--- src/rtl/ctx_regs_pkg.sv ---
package ctx_regs_pkg;

	// ==========================================================
	// Bus geometry
	localparam int ADDR_W = 12;
	localparam int DATA_W = 32;
	localparam int STRB_W = 4;

	// ==========================================================
	// Register offsets
	localparam logic [11:0] OFS_FAULT_STATUS = 12'h000;
	localparam logic [11:0] OFS_FS_RESTORE = 12'h004;
	localparam logic [11:0] OFS_STALL_RESUME = 12'h008;
	localparam logic [11:0] OFS_SYNDROME_0 = 12'h00C;
	localparam logic [11:0] OFS_SYNDROME_1 = 12'h010;
	localparam logic [11:0] OFS_ATTR_0 = 12'h014;
	localparam logic [11:0] OFS_ATTR_1 = 12'h018;
	localparam logic [11:0] OFS_NORMAL_REMAP = 12'h01C;

	// ==========================================================
	// Fault status fields
	localparam int FS_MULTI_POS = 31;
	localparam int FS_STALL_POS = 30;
	localparam int FS_FMT_LO = 9;
	localparam int FS_FAULT_LO = 1;
	localparam logic [31:0] FS_STORE_MASK = 32'h8000_01FE;
	localparam logic [31:0] RST_FAULT_STATUS = 32'h0000_0000;
	localparam logic RST_STALL = 1'b0;

	// ==========================================================
	// Syndrome 0 fields
	localparam int SYN_IDX_LO = 16;
	localparam int SYN_ASYNC_POS = 11;
	localparam int SYN_WALKF_POS = 10;
	localparam int SYN_NS_POS = 8;
	localparam int SYN_INSTR_POS = 6;
	localparam int SYN_PRIV_POS = 5;
	localparam int SYN_DIR_POS = 4;
	localparam int SYN_LVL_LO = 0;
	localparam logic [31:0] SYN0_MASK = 32'h00FF_0D73;
	localparam logic [31:0] SYN0_IDX_MASK = 32'h00FF_0000;
	localparam logic [31:0] SYN0_NS_MASK = 32'h0000_0100;
	localparam logic [31:0] RST_SYNDROME = 32'h0000_0000;
	localparam logic [31:0] RST_ATTR = 32'h0000_0000;
	localparam logic [31:0] RST_REMAP = 32'h0000_0000;

	// ==========================================================
	// Remap fields and encodings
	localparam int REMAP_OUTER_LO = 16;
	localparam int MAP_W = 2;
	localparam int ATTR_W = 8;
	localparam logic [1:0] SCHEME_SHORT = 2'b00;
	localparam logic [1:0] SCHEME_LONG = 2'b01;
	localparam logic [1:0] SCHEME_WIDE = 2'b10;
	localparam logic [1:0] CACHE_NONE = 2'b00;
	localparam logic [1:0] CACHE_WB_WA = 2'b01;
	localparam logic [1:0] CACHE_WT_NA = 2'b10;
	localparam logic [1:0] CACHE_WB_NA = 2'b11;
	localparam logic [1:0] LEVEL_0 = 2'b00;
	localparam logic [1:0] LEVEL_1 = 2'b01;

	typedef enum logic [1:0]
	{
		FAULT_WALK = 2'b00,
		FAULT_TRANS = 2'b01,
		FAULT_ACCESS = 2'b10,
		FAULT_PERM = 2'b11
	} fault_class_t;

endpackage

--- src/rtl/context_fault_syndrome_attr_regs.sv ---
`timescale 1ns/100ps
// Contract
// - Restore write overwrites fault status, except stall flag and scheme field.
// - Stall flag clears only through a stall resume write.
// - Syndrome bits 23:16 hold first-stage bank index for nested translation.
// - Bank index field reads zero and ignores writes without nested support.
// - Syndrome bit 11 is 0 for synchronous, 1 for asynchronous recording.
// - Syndrome bit 10 set only for external fault during a table walk.
// - Secure bank: bit 8 is security after override; reserved elsewhere.
// - Syndrome bit 6 records instruction fetch after override.
// - Syndrome bit 5 records privileged access after override.
// - Syndrome bit 4 records write (1) versus read (0).
// - Failed far atomic reports the missing permission; otherwise read.
// - Syndrome bits 1:0 encode table level 0 to 3 ascending.
// - Walk faults report walked level; translation/access the faulting table.
// - Disabled walk or out-of-range address: level 0 wide, level 1 otherwise.
// - Permission faults report the final table level used.
// - Each attribute register holds four byte slots, lowest in bits 7:0.
// - Indirection used for long/wide schemes; remap registers for short scheme.
// - Bits 31:16 of remap hold eight outer maps indexed by type/C/B.
// - Map code 00 none, 01 WB-WA, 10 WT-NA, 11 WB-NA.
// - Bits 15:0 of remap hold eight inner maps, same index and code.
// - Inner map index 6 may carry an implementation meaning.
// - Stall flag reads 1 while stalled and resets to 0.
module context_fault_syndrome_attr_regs
(
	input wire logic core_clk_in,
	input wire logic rstn_in,
	input wire logic psel_in,
	input wire logic penable_in,
	input wire logic pwrite_in,
	input wire logic [ctx_regs_pkg::ADDR_W-1:0] paddr_in,
	input wire logic [ctx_regs_pkg::DATA_W-1:0] pwdata_in,
	input wire logic [ctx_regs_pkg::STRB_W-1:0] pstrb_in,
	output logic pready_out,
	output logic [ctx_regs_pkg::DATA_W-1:0] prdata_out,
	output logic pslverr_out,
	input wire logic [1:0] scheme_in,
	input wire logic nested_support_flag_in,
	input wire logic stage2_format_in,
	input wire logic secure_bank_in,
	input wire logic fault_record_in,
	input wire logic [7:0] fault_bits_in,
	input wire logic fault_stall_in,
	input wire logic fault_async_in,
	input wire logic fault_external_in,
	input wire ctx_regs_pkg::fault_class_t fault_class_in,
	input wire logic fault_no_walk_in,
	input wire logic [1:0] walk_level_in,
	input wire logic [1:0] table_level_in,
	input wire logic [1:0] final_level_in,
	input wire logic [7:0] first_stage_bank_index_in,
	input wire logic nonsecure_attr_in,
	input wire logic instr_not_data_in,
	input wire logic priv_not_unpriv_in,
	input wire logic write_not_read_in,
	input wire logic atomic_in,
	input wire logic atomic_no_read_in,
	input wire logic atomic_no_write_in,
	input wire logic [2:0] attr_index_in,
	input wire logic region_normal_in,
	output logic use_indirection_out,
	output logic [ctx_regs_pkg::ATTR_W-1:0] attr_out,
	output logic [1:0] outer_cache_map_out,
	output logic [1:0] inner_cache_map_out,
	output logic stalled_out
);
	import ctx_regs_pkg::*;

	// ==========================================================
	// Helpers
	function automatic logic [31:0] merge_strb(input logic [31:0] old_v,
		input logic [31:0] new_v, input logic [3:0] strb);
		logic [31:0] res;
		res = old_v;
		for (int i = 0; i < 4; i++)
		begin
			if (strb[i])
				res[i*8 +: 8] = new_v[i*8 +: 8];
		end
		return res;
	endfunction

	function automatic logic [1:0] pick_map(input logic [15:0] maps, input logic [2:0] idx);
		return maps[idx*MAP_W +: MAP_W];
	endfunction

	// ==========================================================
	// State
	logic [31:0] fs_bits;
	logic stall;
	logic [31:0] syndrome_0;
	logic [31:0] syndrome_1;
	logic [31:0] attr_0;
	logic [31:0] attr_1;
	logic [31:0] normal_remap;

	// ==========================================================
	// Bus decode
	wire setup_phase = psel_in & ~penable_in;
	wire access_phase = psel_in & penable_in;
	wire wr_en = access_phase & pwrite_in;
	wire hit_fs = (paddr_in == OFS_FAULT_STATUS);
	wire hit_restore = (paddr_in == OFS_FS_RESTORE);
	wire hit_resume = (paddr_in == OFS_STALL_RESUME);
	wire hit_syn0 = (paddr_in == OFS_SYNDROME_0);
	wire hit_syn1 = (paddr_in == OFS_SYNDROME_1);
	wire hit_attr0 = (paddr_in == OFS_ATTR_0);
	wire hit_attr1 = (paddr_in == OFS_ATTR_1);
	wire hit_remap = (paddr_in == OFS_NORMAL_REMAP);
	wire mapped = hit_fs | hit_restore | hit_resume | hit_syn0 | hit_syn1 | hit_attr0
		| hit_attr1 | hit_remap;
	wire wr_ok = wr_en & mapped;
	wire [31:0] strb_mask = {{8{pstrb_in[3]}}, {8{pstrb_in[2]}}, {8{pstrb_in[1]}},
		{8{pstrb_in[0]}}};

	assign pready_out = 1'b1;

	// ==========================================================
	// Fault status
	wire [31:0] fs_read = fs_bits | ({31'h0000_0000, stall} << FS_STALL_POS)
		| ({30'h0000_0000, scheme_in} << FS_FMT_LO);
	wire rec_multi = fault_record_in & (|fs_bits[8:1]);
	wire [31:0] fs_set = fault_record_in ? (({24'h00_0000, fault_bits_in} << FS_FAULT_LO)
		| ({31'h0000_0000, rec_multi} << FS_MULTI_POS)) : 32'h0000_0000;
	wire [31:0] fs_w1c = (wr_ok & hit_fs) ? (pwdata_in & strb_mask & FS_STORE_MASK)
		: 32'h0000_0000;
	// Restore masks out stall and scheme; the scheme is never stored here anyway
	wire [31:0] fs_restored = merge_strb(fs_bits, pwdata_in, pstrb_in) & FS_STORE_MASK;
	wire [31:0] fs_base = (wr_ok & hit_restore) ? fs_restored : (fs_bits & ~fs_w1c);
	// New fault wins over a clear in the same cycle
	wire [31:0] next_fs_bits = (fs_base | fs_set) & FS_STORE_MASK;
	wire resume_wr = wr_ok & hit_resume;
	wire next_stall = (fault_record_in & fault_stall_in) ? 1'b1 : (resume_wr ? 1'b0 : stall);

	always_ff @(posedge core_clk_in)
	begin
		if (!rstn_in)
		begin
			fs_bits <= RST_FAULT_STATUS;
			stall <= RST_STALL;
		end
		else
		begin
			fs_bits <= next_fs_bits;
			stall <= next_stall;
		end
	end

	assign stalled_out = stall;

	// ==========================================================
	// Syndrome capture
	wire index_ok = nested_support_flag_in & stage2_format_in;
	// Unknown fields read as zero; cheaper than keeping stale state visible
	wire [31:0] syn0_rmask = SYN0_MASK & ~(index_ok ? 32'h0000_0000 : SYN0_IDX_MASK)
		& ~(secure_bank_in ? 32'h0000_0000 : SYN0_NS_MASK);
	wire wide_scheme = scheme_in[1];
	wire [1:0] trans_level = fault_no_walk_in ? (wide_scheme ? LEVEL_0 : LEVEL_1)
		: table_level_in;
	wire [1:0] rec_level = (fault_class_in == FAULT_WALK) ? walk_level_in
		: (fault_class_in == FAULT_PERM) ? final_level_in
		: (fault_class_in == FAULT_TRANS) ? trans_level : table_level_in;
	// Atomic: write only when write alone is missing on a permission fault
	wire atomic_dir = (fault_class_in == FAULT_PERM) & atomic_no_write_in
		& ~atomic_no_read_in;
	wire rec_dir = atomic_in ? atomic_dir : write_not_read_in;
	wire rec_walkf = fault_external_in & (fault_class_in == FAULT_WALK);
	wire [31:0] syn0_capture = ({24'h00_0000, first_stage_bank_index_in} << SYN_IDX_LO)
		| ({31'h0000_0000, fault_async_in} << SYN_ASYNC_POS)
		| ({31'h0000_0000, rec_walkf} << SYN_WALKF_POS)
		| ({31'h0000_0000, nonsecure_attr_in} << SYN_NS_POS)
		| ({31'h0000_0000, instr_not_data_in} << SYN_INSTR_POS)
		| ({31'h0000_0000, priv_not_unpriv_in} << SYN_PRIV_POS)
		| ({31'h0000_0000, rec_dir} << SYN_DIR_POS)
		| ({30'h0000_0000, rec_level} << SYN_LVL_LO);
	wire [31:0] syn0_sw = merge_strb(syndrome_0, pwdata_in, pstrb_in);
	// Hardware capture wins over a software write in the same cycle
	wire [31:0] next_syndrome_0 = fault_record_in ? (syn0_capture & syn0_rmask)
		: ((wr_ok & hit_syn0) ? (syn0_sw & syn0_rmask) : syndrome_0);

	// ==========================================================
	// Plain storage registers
	wire [31:0] next_syndrome_1 = (wr_ok & hit_syn1) ? merge_strb(syndrome_1, pwdata_in,
		pstrb_in) : syndrome_1;
	wire [31:0] next_attr_0 = (wr_ok & hit_attr0) ? merge_strb(attr_0, pwdata_in, pstrb_in)
		: attr_0;
	wire [31:0] next_attr_1 = (wr_ok & hit_attr1) ? merge_strb(attr_1, pwdata_in, pstrb_in)
		: attr_1;
	wire [31:0] next_normal_remap = (wr_ok & hit_remap) ? merge_strb(normal_remap, pwdata_in,
		pstrb_in) : normal_remap;

	always_ff @(posedge core_clk_in)
	begin
		if (!rstn_in)
		begin
			syndrome_0 <= RST_SYNDROME;
			syndrome_1 <= RST_SYNDROME;
			attr_0 <= RST_ATTR;
			attr_1 <= RST_ATTR;
			normal_remap <= RST_REMAP;
		end
		else
		begin
			syndrome_0 <= next_syndrome_0;
			syndrome_1 <= next_syndrome_1;
			attr_0 <= next_attr_0;
			attr_1 <= next_attr_1;
			normal_remap <= next_normal_remap;
		end
	end

	// ==========================================================
	// Read path, sampled in the setup phase
	wire [31:0] read_mux = hit_fs ? fs_read
		: hit_syn0 ? (syndrome_0 & syn0_rmask)
		: hit_syn1 ? syndrome_1
		: hit_attr0 ? attr_0
		: hit_attr1 ? attr_1
		: hit_remap ? normal_remap : 32'h0000_0000;

	always_ff @(posedge core_clk_in)
	begin
		if (!rstn_in)
		begin
			prdata_out <= 32'h0000_0000;
			pslverr_out <= 1'b0;
		end
		else if (setup_phase)
		begin
			prdata_out <= pwrite_in ? 32'h0000_0000 : read_mux;
			pslverr_out <= ~mapped;
		end
	end

	// ==========================================================
	// Attribute lookup
	wire short_scheme = (scheme_in == SCHEME_SHORT);
	wire [63:0] attr_all = {attr_1, attr_0};
	wire [7:0] attr_pick = attr_all[attr_index_in*ATTR_W +: ATTR_W];
	wire remap_live = short_scheme & region_normal_in;
	// Index 6 inner code is passed through raw; any special meaning is downstream
	wire [1:0] next_outer = remap_live ? pick_map(normal_remap[31:16], attr_index_in)
		: CACHE_NONE;
	wire [1:0] next_inner = remap_live ? pick_map(normal_remap[15:0], attr_index_in)
		: CACHE_NONE;

	always_ff @(posedge core_clk_in)
	begin
		if (!rstn_in)
		begin
			use_indirection_out <= 1'b0;
			attr_out <= 8'h00;
			outer_cache_map_out <= CACHE_NONE;
			inner_cache_map_out <= CACHE_NONE;
		end
		else
		begin
			use_indirection_out <= ~short_scheme;
			attr_out <= short_scheme ? 8'h00 : attr_pick;
			outer_cache_map_out <= next_outer;
			inner_cache_map_out <= next_inner;
		end
	end
endmodule

--- config.mk ---
export PLATFORM = sky130hd
export DESIGN_NAME = context_fault_syndrome_attr_regs
export DESIGN_NICKNAME = d
export VERILOG_FILES = /design/src/rtl/ctx_regs_pkg.sv /design/src/rtl/context_fault_syndrome_attr_regs.sv
export SDC_FILE = /design/constraint.sdc
export NUM_CORES = 1
export LEC_CHECK = 0
export BUFFER_PORTS_ARGS = -buffer_cell sky130_fd_sc_hd__buf_2
export CAP_MARGIN = 20
export CORE_AREA = 2 2 174 261
export CTS_CLUSTER_DIAMETER = 50
export CTS_CLUSTER_SIZE = 24
export DETAILED_ROUTE_END_ITERATION = 10
export DIE_AREA = 0 0 176 263
export SLEW_MARGIN = 5
export SYNTH_ARGS = -nofsm -noshare
export SYNTH_HDL_FRONTEND = slang
export SYNTH_SLANG_ARGS = --single-unit
--- constraint.sdc ---
create_clock -name core_clk_in -period 5.7 [get_ports core_clk_in]
set_clock_uncertainty 0.1 [all_clocks]
set_input_delay 0.855 -clock core_clk_in [delete_from_list [all_inputs] [get_ports core_clk_in]]
set_output_delay 0.855 -clock core_clk_in [all_outputs]
set_load 0.02 [all_outputs]
-- Yosys cells after proc, flatten, opt, wreduce, memory -nomap -nowiden
Index checks and enable logic that the tools add are counted.
- register bits: 216
- latch bits: 0
- bits in writable memories: 0
- bits in read-only memories: 0
- input port bits: 98
- output and inout bits: 48
- logic and storage cells: 141
- memories: 0
- $add $sub $neg: 0
- multiply operators: 0
- divide/modulo/power cells: 0
- order comparisons: 0
- equality and inequality tests: 9
- shifts and indexed selects: 3
- muxes and demuxes: 29
- bitwise gates (word level): 51
- reductions and logical operators: 24
- operators by type and width (kind ; number):
    $mux 32 ; 12
    $and 32x32->32 ; 4
    $and 24x32->32 ; 2
    $shiftx 64x7->8 ; 1
    $eq 12x5->1 const B ; 4
    $mux 8 ; 6
    $reduce_and 2->1 ; 17
    $not 32->32 ; 1
    $not 9->32 ; 1
    $or 32x11->32 ; 1
    $or 32x31->32 ; 1
    $or 32x32->32 ; 1
    $or 9x32->32 ; 1
    $shiftx 16x5->2 ; 2
    $eq 12x4->1 const B ; 2
    $mux 24 ; 1
    $not 24->24 ; 1
    $or 24x11->24 ; 1
    $or 24x12->24 ; 1
    $or 24x2->24 ; 1
    $or 24x5->24 ; 1
    $or 24x6->24 ; 1
    $or 24x7->24 ; 1
    $or 24x9->24 ; 1
    14 further kinds ; 51

-- Depth between registers and ports, before layout
- word-level depth: 15
- depth in mapped cells: 7
- mapped depth without buffers: 4

-- Least setup slack after synthesis
No wires, ideal clock.
- path type: in2reg
- start point: input port paddr_in[9] (netlist name)
- end point: register attr_0[10]
- library setup time: 72 ps
- arrival time: 2426 ps
- required time: 5528 ps
- slack: 3102 ps
- stages on the path: 7
- path buffers: 3
- path through: or4_4 buf_6 nor4_4 buf_6 and3_4 buf_12 mux2i_1
- word-level cells in the longest chain between the ends: 11
- elaborated cells on any way between the ends: 18
- classes of those cells: 7 x eq/ne; 9 x bitwise; 2 x reduce/logical
- RTL lines (element ; line ; text):
    start: declaration ; context_fault_syndrome_attr_regs.sv:32 ; input wire logic [ctx_regs_pkg::ADDR_W-1:0] paddr_in,
    $eq 12x3->1 / $logic_not 12->1 (equally long branches) ; context_fault_syndrome_attr_regs.sv:104, context_fault_syndrome_attr_regs.sv:103 ;
    $or 1x1->1 (5 in series) ; context_fault_syndrome_attr_regs.sv:111 ; wire mapped = hit_fs | hit_restore | hit_resume | hit_syn0 | hit_syn1 | hit_attr0
    $or 1x1->1 (2 in series) ; context_fault_syndrome_attr_regs.sv:112 ; | hit_attr1 | hit_remap;
    $and 1x1->1 ; context_fault_syndrome_attr_regs.sv:113 ; wire wr_ok = wr_en & mapped;
    $and 1x1->1 * ; context_fault_syndrome_attr_regs.sv:186 ; wire [31:0] next_attr_0 = (wr_ok & hit_attr0) ? merge_strb(attr_0, pwdata_in, pstrb_in)
    $reduce_and 2->1 (no source line) * ; -- ;
    end signal: assignment ; context_fault_syndrome_attr_regs.sv:207 ; attr_0 <= next_attr_0;
    end: declaration ; context_fault_syndrome_attr_regs.sv:94 ; logic [31:0] attr_0;
Mark *: on every way between the ends. The rest lies on a longest branch, timed or not.
A chain may end at the register's enable or synchronous reset.

-- Final worst setup path
- start point: input port paddr_in[9] (netlist name)
- end point: register normal_remap[28]
- word-level cells in the longest chain between the ends: 11
- elaborated cells on any way between the ends: 18
- classes of those cells: 7 x eq/ne; 9 x bitwise; 2 x reduce/logical
- RTL lines (element ; line ; text):
    $eq 12x3->1 / $logic_not 12->1 (equally long branches) ; context_fault_syndrome_attr_regs.sv:104, context_fault_syndrome_attr_regs.sv:103 ;
    $or 1x1->1 (5 in series) ; context_fault_syndrome_attr_regs.sv:111 ;
    $or 1x1->1 (2 in series) ; context_fault_syndrome_attr_regs.sv:112 ;
    $and 1x1->1 ; context_fault_syndrome_attr_regs.sv:113 ;
    $and 1x1->1 * ; context_fault_syndrome_attr_regs.sv:190 ; wire [31:0] next_normal_remap = (wr_ok & hit_remap) ? merge_strb(normal_remap, pwdata_in,
    $reduce_and 2->1 (no source line) * ; -- ;
    end signal: assignment ; context_fault_syndrome_attr_regs.sv:209 ; normal_remap <= next_normal_remap;
    end: declaration ; context_fault_syndrome_attr_regs.sv:96 ; logic [31:0] normal_remap;
Marks and branches as above.

==> flow_summary.yaml <==
run_status:
  status: "finished clean"
global_route:
  grt_use_total_pct: 14.9
  grt_max_degree: 164
  grt_first_pass_wirelength_um: 52200
  first_global_vias: 8150
  overflow: 0
  antenna_found_initial: 3
sta:
  drv_slew: 0
  tightest_slew_ps: 984
  fin_setup_tns_ps: 0
  min_period_ps: 2900
  setup_viol: 0
  slew_headroom_pct: 34.2
  rsz0062_at_grt: "false"
  setup_ws_ps: 2800
  hold_slack_ps: 347
  hold_viol_final: 0
  timing.final.crit_share_pct: 50.9
  fmax_ghz: 0.344
layout:
  nFillCells: 4613
  final_common_cell: "nand2_1"
  nNetsFinal: 1186
  layout_common_cells: "205 x nand2_1, 200 x dfxtp_1, 150 x mux2i_1"
  syn2layout_area_growth_pct: 16.6
  drive_above_1_share_pct: 24.7
worst_setup_path:
  cpLargestDelayFamily: "simple AND/OR/NAND/NOR gates"
  worstSetupPathType: "primary input to flip-flop"
  crit_buf_inv: 1
  startpoint_type: "primary input"
  critPathArrivalTime_ps: 3180
  crit_path_max_fanout: 12
  slowest_delay_ps: 690
  cp.depth: 5
  crit_slowest_cell: "nor4_4"
  crit_chain: "buf_2 > or4_4 > nor4_4 > and3_1 > mux2i_1"
  r2r_start: "attr_1[5]"
  crit_path_end_kind: "flip-flop"
  worst_ep_required_time_ps: 5980
  r2r_cells: 4
  startpoint: "paddr_in[9]"
power:
  p_int_mw: 2.19
  leakagePower_nw: 4.26
  clkPwrFrac_pct: 42.9
  pwr-share-comb_pct: 8.3
  irDropWorstVdd_mv: 0.160
  switchingPower_mw: 0.722
  power.density_nw_per_um2: 249
  p_total_mw: 2.91
  power_frac_seq_pct: 48.8
  netSwitchingFraction_pct: 24.8
synthesis:
  ys_ff_latch: 200
  synth_cell_types: 60
  syn-num-nets: 1088
  ys_seq_area_share_pct: 40.0
  syn_area_sq_um: 10000
  syn_inst: 990
  synth_enable_flop_cells: 0
  yosysWarnings: 0
  synthFlopType: "dfxtp_1"
  synth_async_sr_flop_share_pct: 0
  syn_avg_cell_area_sq_um: 10.1
clocking:
  cts_buffers: 17
  clk_transition_reported_paths_ps: 70
  clockRootBuffer: "clkbuf_16"
  worstSkewPairLatency_ps: 450
  htreeDepth: 4
  cts_resized: 0
  cts_tree: "built"
  clock_sinks: 200
  post_cts_buffers: 0
  cts_buffer_depth: 2
  cts_hold_buf: 0
drt:
  postRouteAntennaNets: 0
  num_vias: 8437
  routedWlPerCell_um: 20.9
  drt_pass1_iterations: 5
  drt_iter0_markers: 898
  routed_via_density: 5.03
  drcViolationCount: 0
  drt-total-wl_um: 35000
placement:
  port_buffers: 144
  pre_cts_slack_ps: 2350
  dp_hpwl_um: 26200
  gp_congestion: 0.851
flow_run:
  max_cap_violations: 0
floorplanning:
  die_h_um: 263
  die-area_sq_um: 46300
  core_sq_um: 43900
  ios: 146
  row_count: 94
  die_w_um: 176
  start_util_pct: 22.8
hold_path:
  hold_start: "prdata_out[18]"
  hold_path_depth: 2
  min_path_type: "flip-flop to flip-flop"
[cell usage after synthesis (all sizes together) (2+ instances only)]
master | instances | share of area, %
clkbuf | 43 | 1.6
a311oi | 3 | 0.26
nor4 | 8 | 0.78
nand2 | 205 | 7.7
or4 | 2 | 0.19
a32o | 23 | 2.3
nor3b | 3 | 0.23
dfxtp | 200 | 40
buf | 37 | 3.6
a32oi | 17 | 1.5
nand2b | 4 | 0.25
mux2 | 10 | 1.1
o211ai | 9 | 0.68
nor3 | 8 | 0.51
nand3 | 14 | 0.70
a31oi | 7 | 0.44
nor2 | 22 | 0.85
o31ai | 13 | 0.98
mux2i | 150 | 15
and2 | 3 | 0.19
inv | 15 | 0.56
mux4 | 48 | 11
a22o | 8 | 0.70
o22ai | 4 | 0.25
a21oi | 12 | 0.64
nor2b | 4 | 0.25
or2 | 2 | 0.13
and3 | 16 | 1.5
a22oi | 17 | 1.3
clkinv | 2 | 0.075
o21ai | 55 | 2.8
nand4 | 12 | 1.1
[worst reg2reg max path, stage by stage (launching register included)]
cell and delay [ps]:
dfxtp_1 340, mux4_2 470, inv_1 100, o21ai_0 80, a32o_1 300
[worst paths after layout]
kind	end	slack [ps]
worst max-delay path	normal_remap[28]	2800
worst min-delay path	prdata_out[18]	350
worst max register to register	prdata_out[5]	4210
worst min register to register	prdata_out[18]	350
[metal layers]
metal  part of all wire, %  vias up  GRT usage (%)
met5                 0.037        -              0
li1                      -     3834              -
met4                   3.0        2           5.90
met2                    51      340           26.6
met3                   5.8       61           2.61
met1                    40     4200           17.6
[sequential cells by signal (all words and copies together), names as in the netlist]
register / cells
attr_0: 32
attr_1: 32
attr_out: 8
fs_bits: 9
inner_cache_map_out: 2
normal_remap: 32
outer_cache_map_out: 2
prdata_out: 32
pslverr_out: 1
stalled_out: 1
syndrome_0: 16
syndrome_1: 32
use_indirection_out: 1
[power by group through the flow]
stage	Combinational [mW]	Sequential, mW	Clock (mW)
3_3_place_gp	0.237	1.45	0
5_1_grt	0.258	1.42	1.32
6_report	0.242	1.42	1.25
4_1_cts	0.240	1.42	1.27
3_5_place_dp	0.239	1.45	0
2_1_floorplan	0.135	1.45	0
[metrics by stage]
step           area [sq um]  utilization [%]  cells
2_1_floorplan         10000                -    990
3_3_place_gp          11100             25.2   1645
3_5_place_dp          11100             25.2   1645
4_1_cts               11700             26.6   1675
5_1_grt               11700             26.6   1675
6_report              11700             26.6   1676
[kinds of logic after synthesis]
group	synth area share [%]
AND/OR/NAND/NOR	14.7
multiplexers	26.9
flip-flops	40.0
AO/OA/AOI/OAI	12.3
buffers and inverters	5.84
XOR/XNOR	0.175
other	0.0375
[layout make-up]
cell class                      count  area [sq um]  area share [%]
Antenna cell                        1          2.50          0.0215
Clock buffer                       23           498            4.27
Clock inverter                      7          92.6           0.794
Inverter                           17          63.8           0.547
Multi-Input combinational cell    693          5440            46.6
Sequential cell                   200          4000            34.3
Tap cell                          576           721            6.18
Timing Repair Buffer              159           848            7.27
Power figures use the tool's default switching activity.
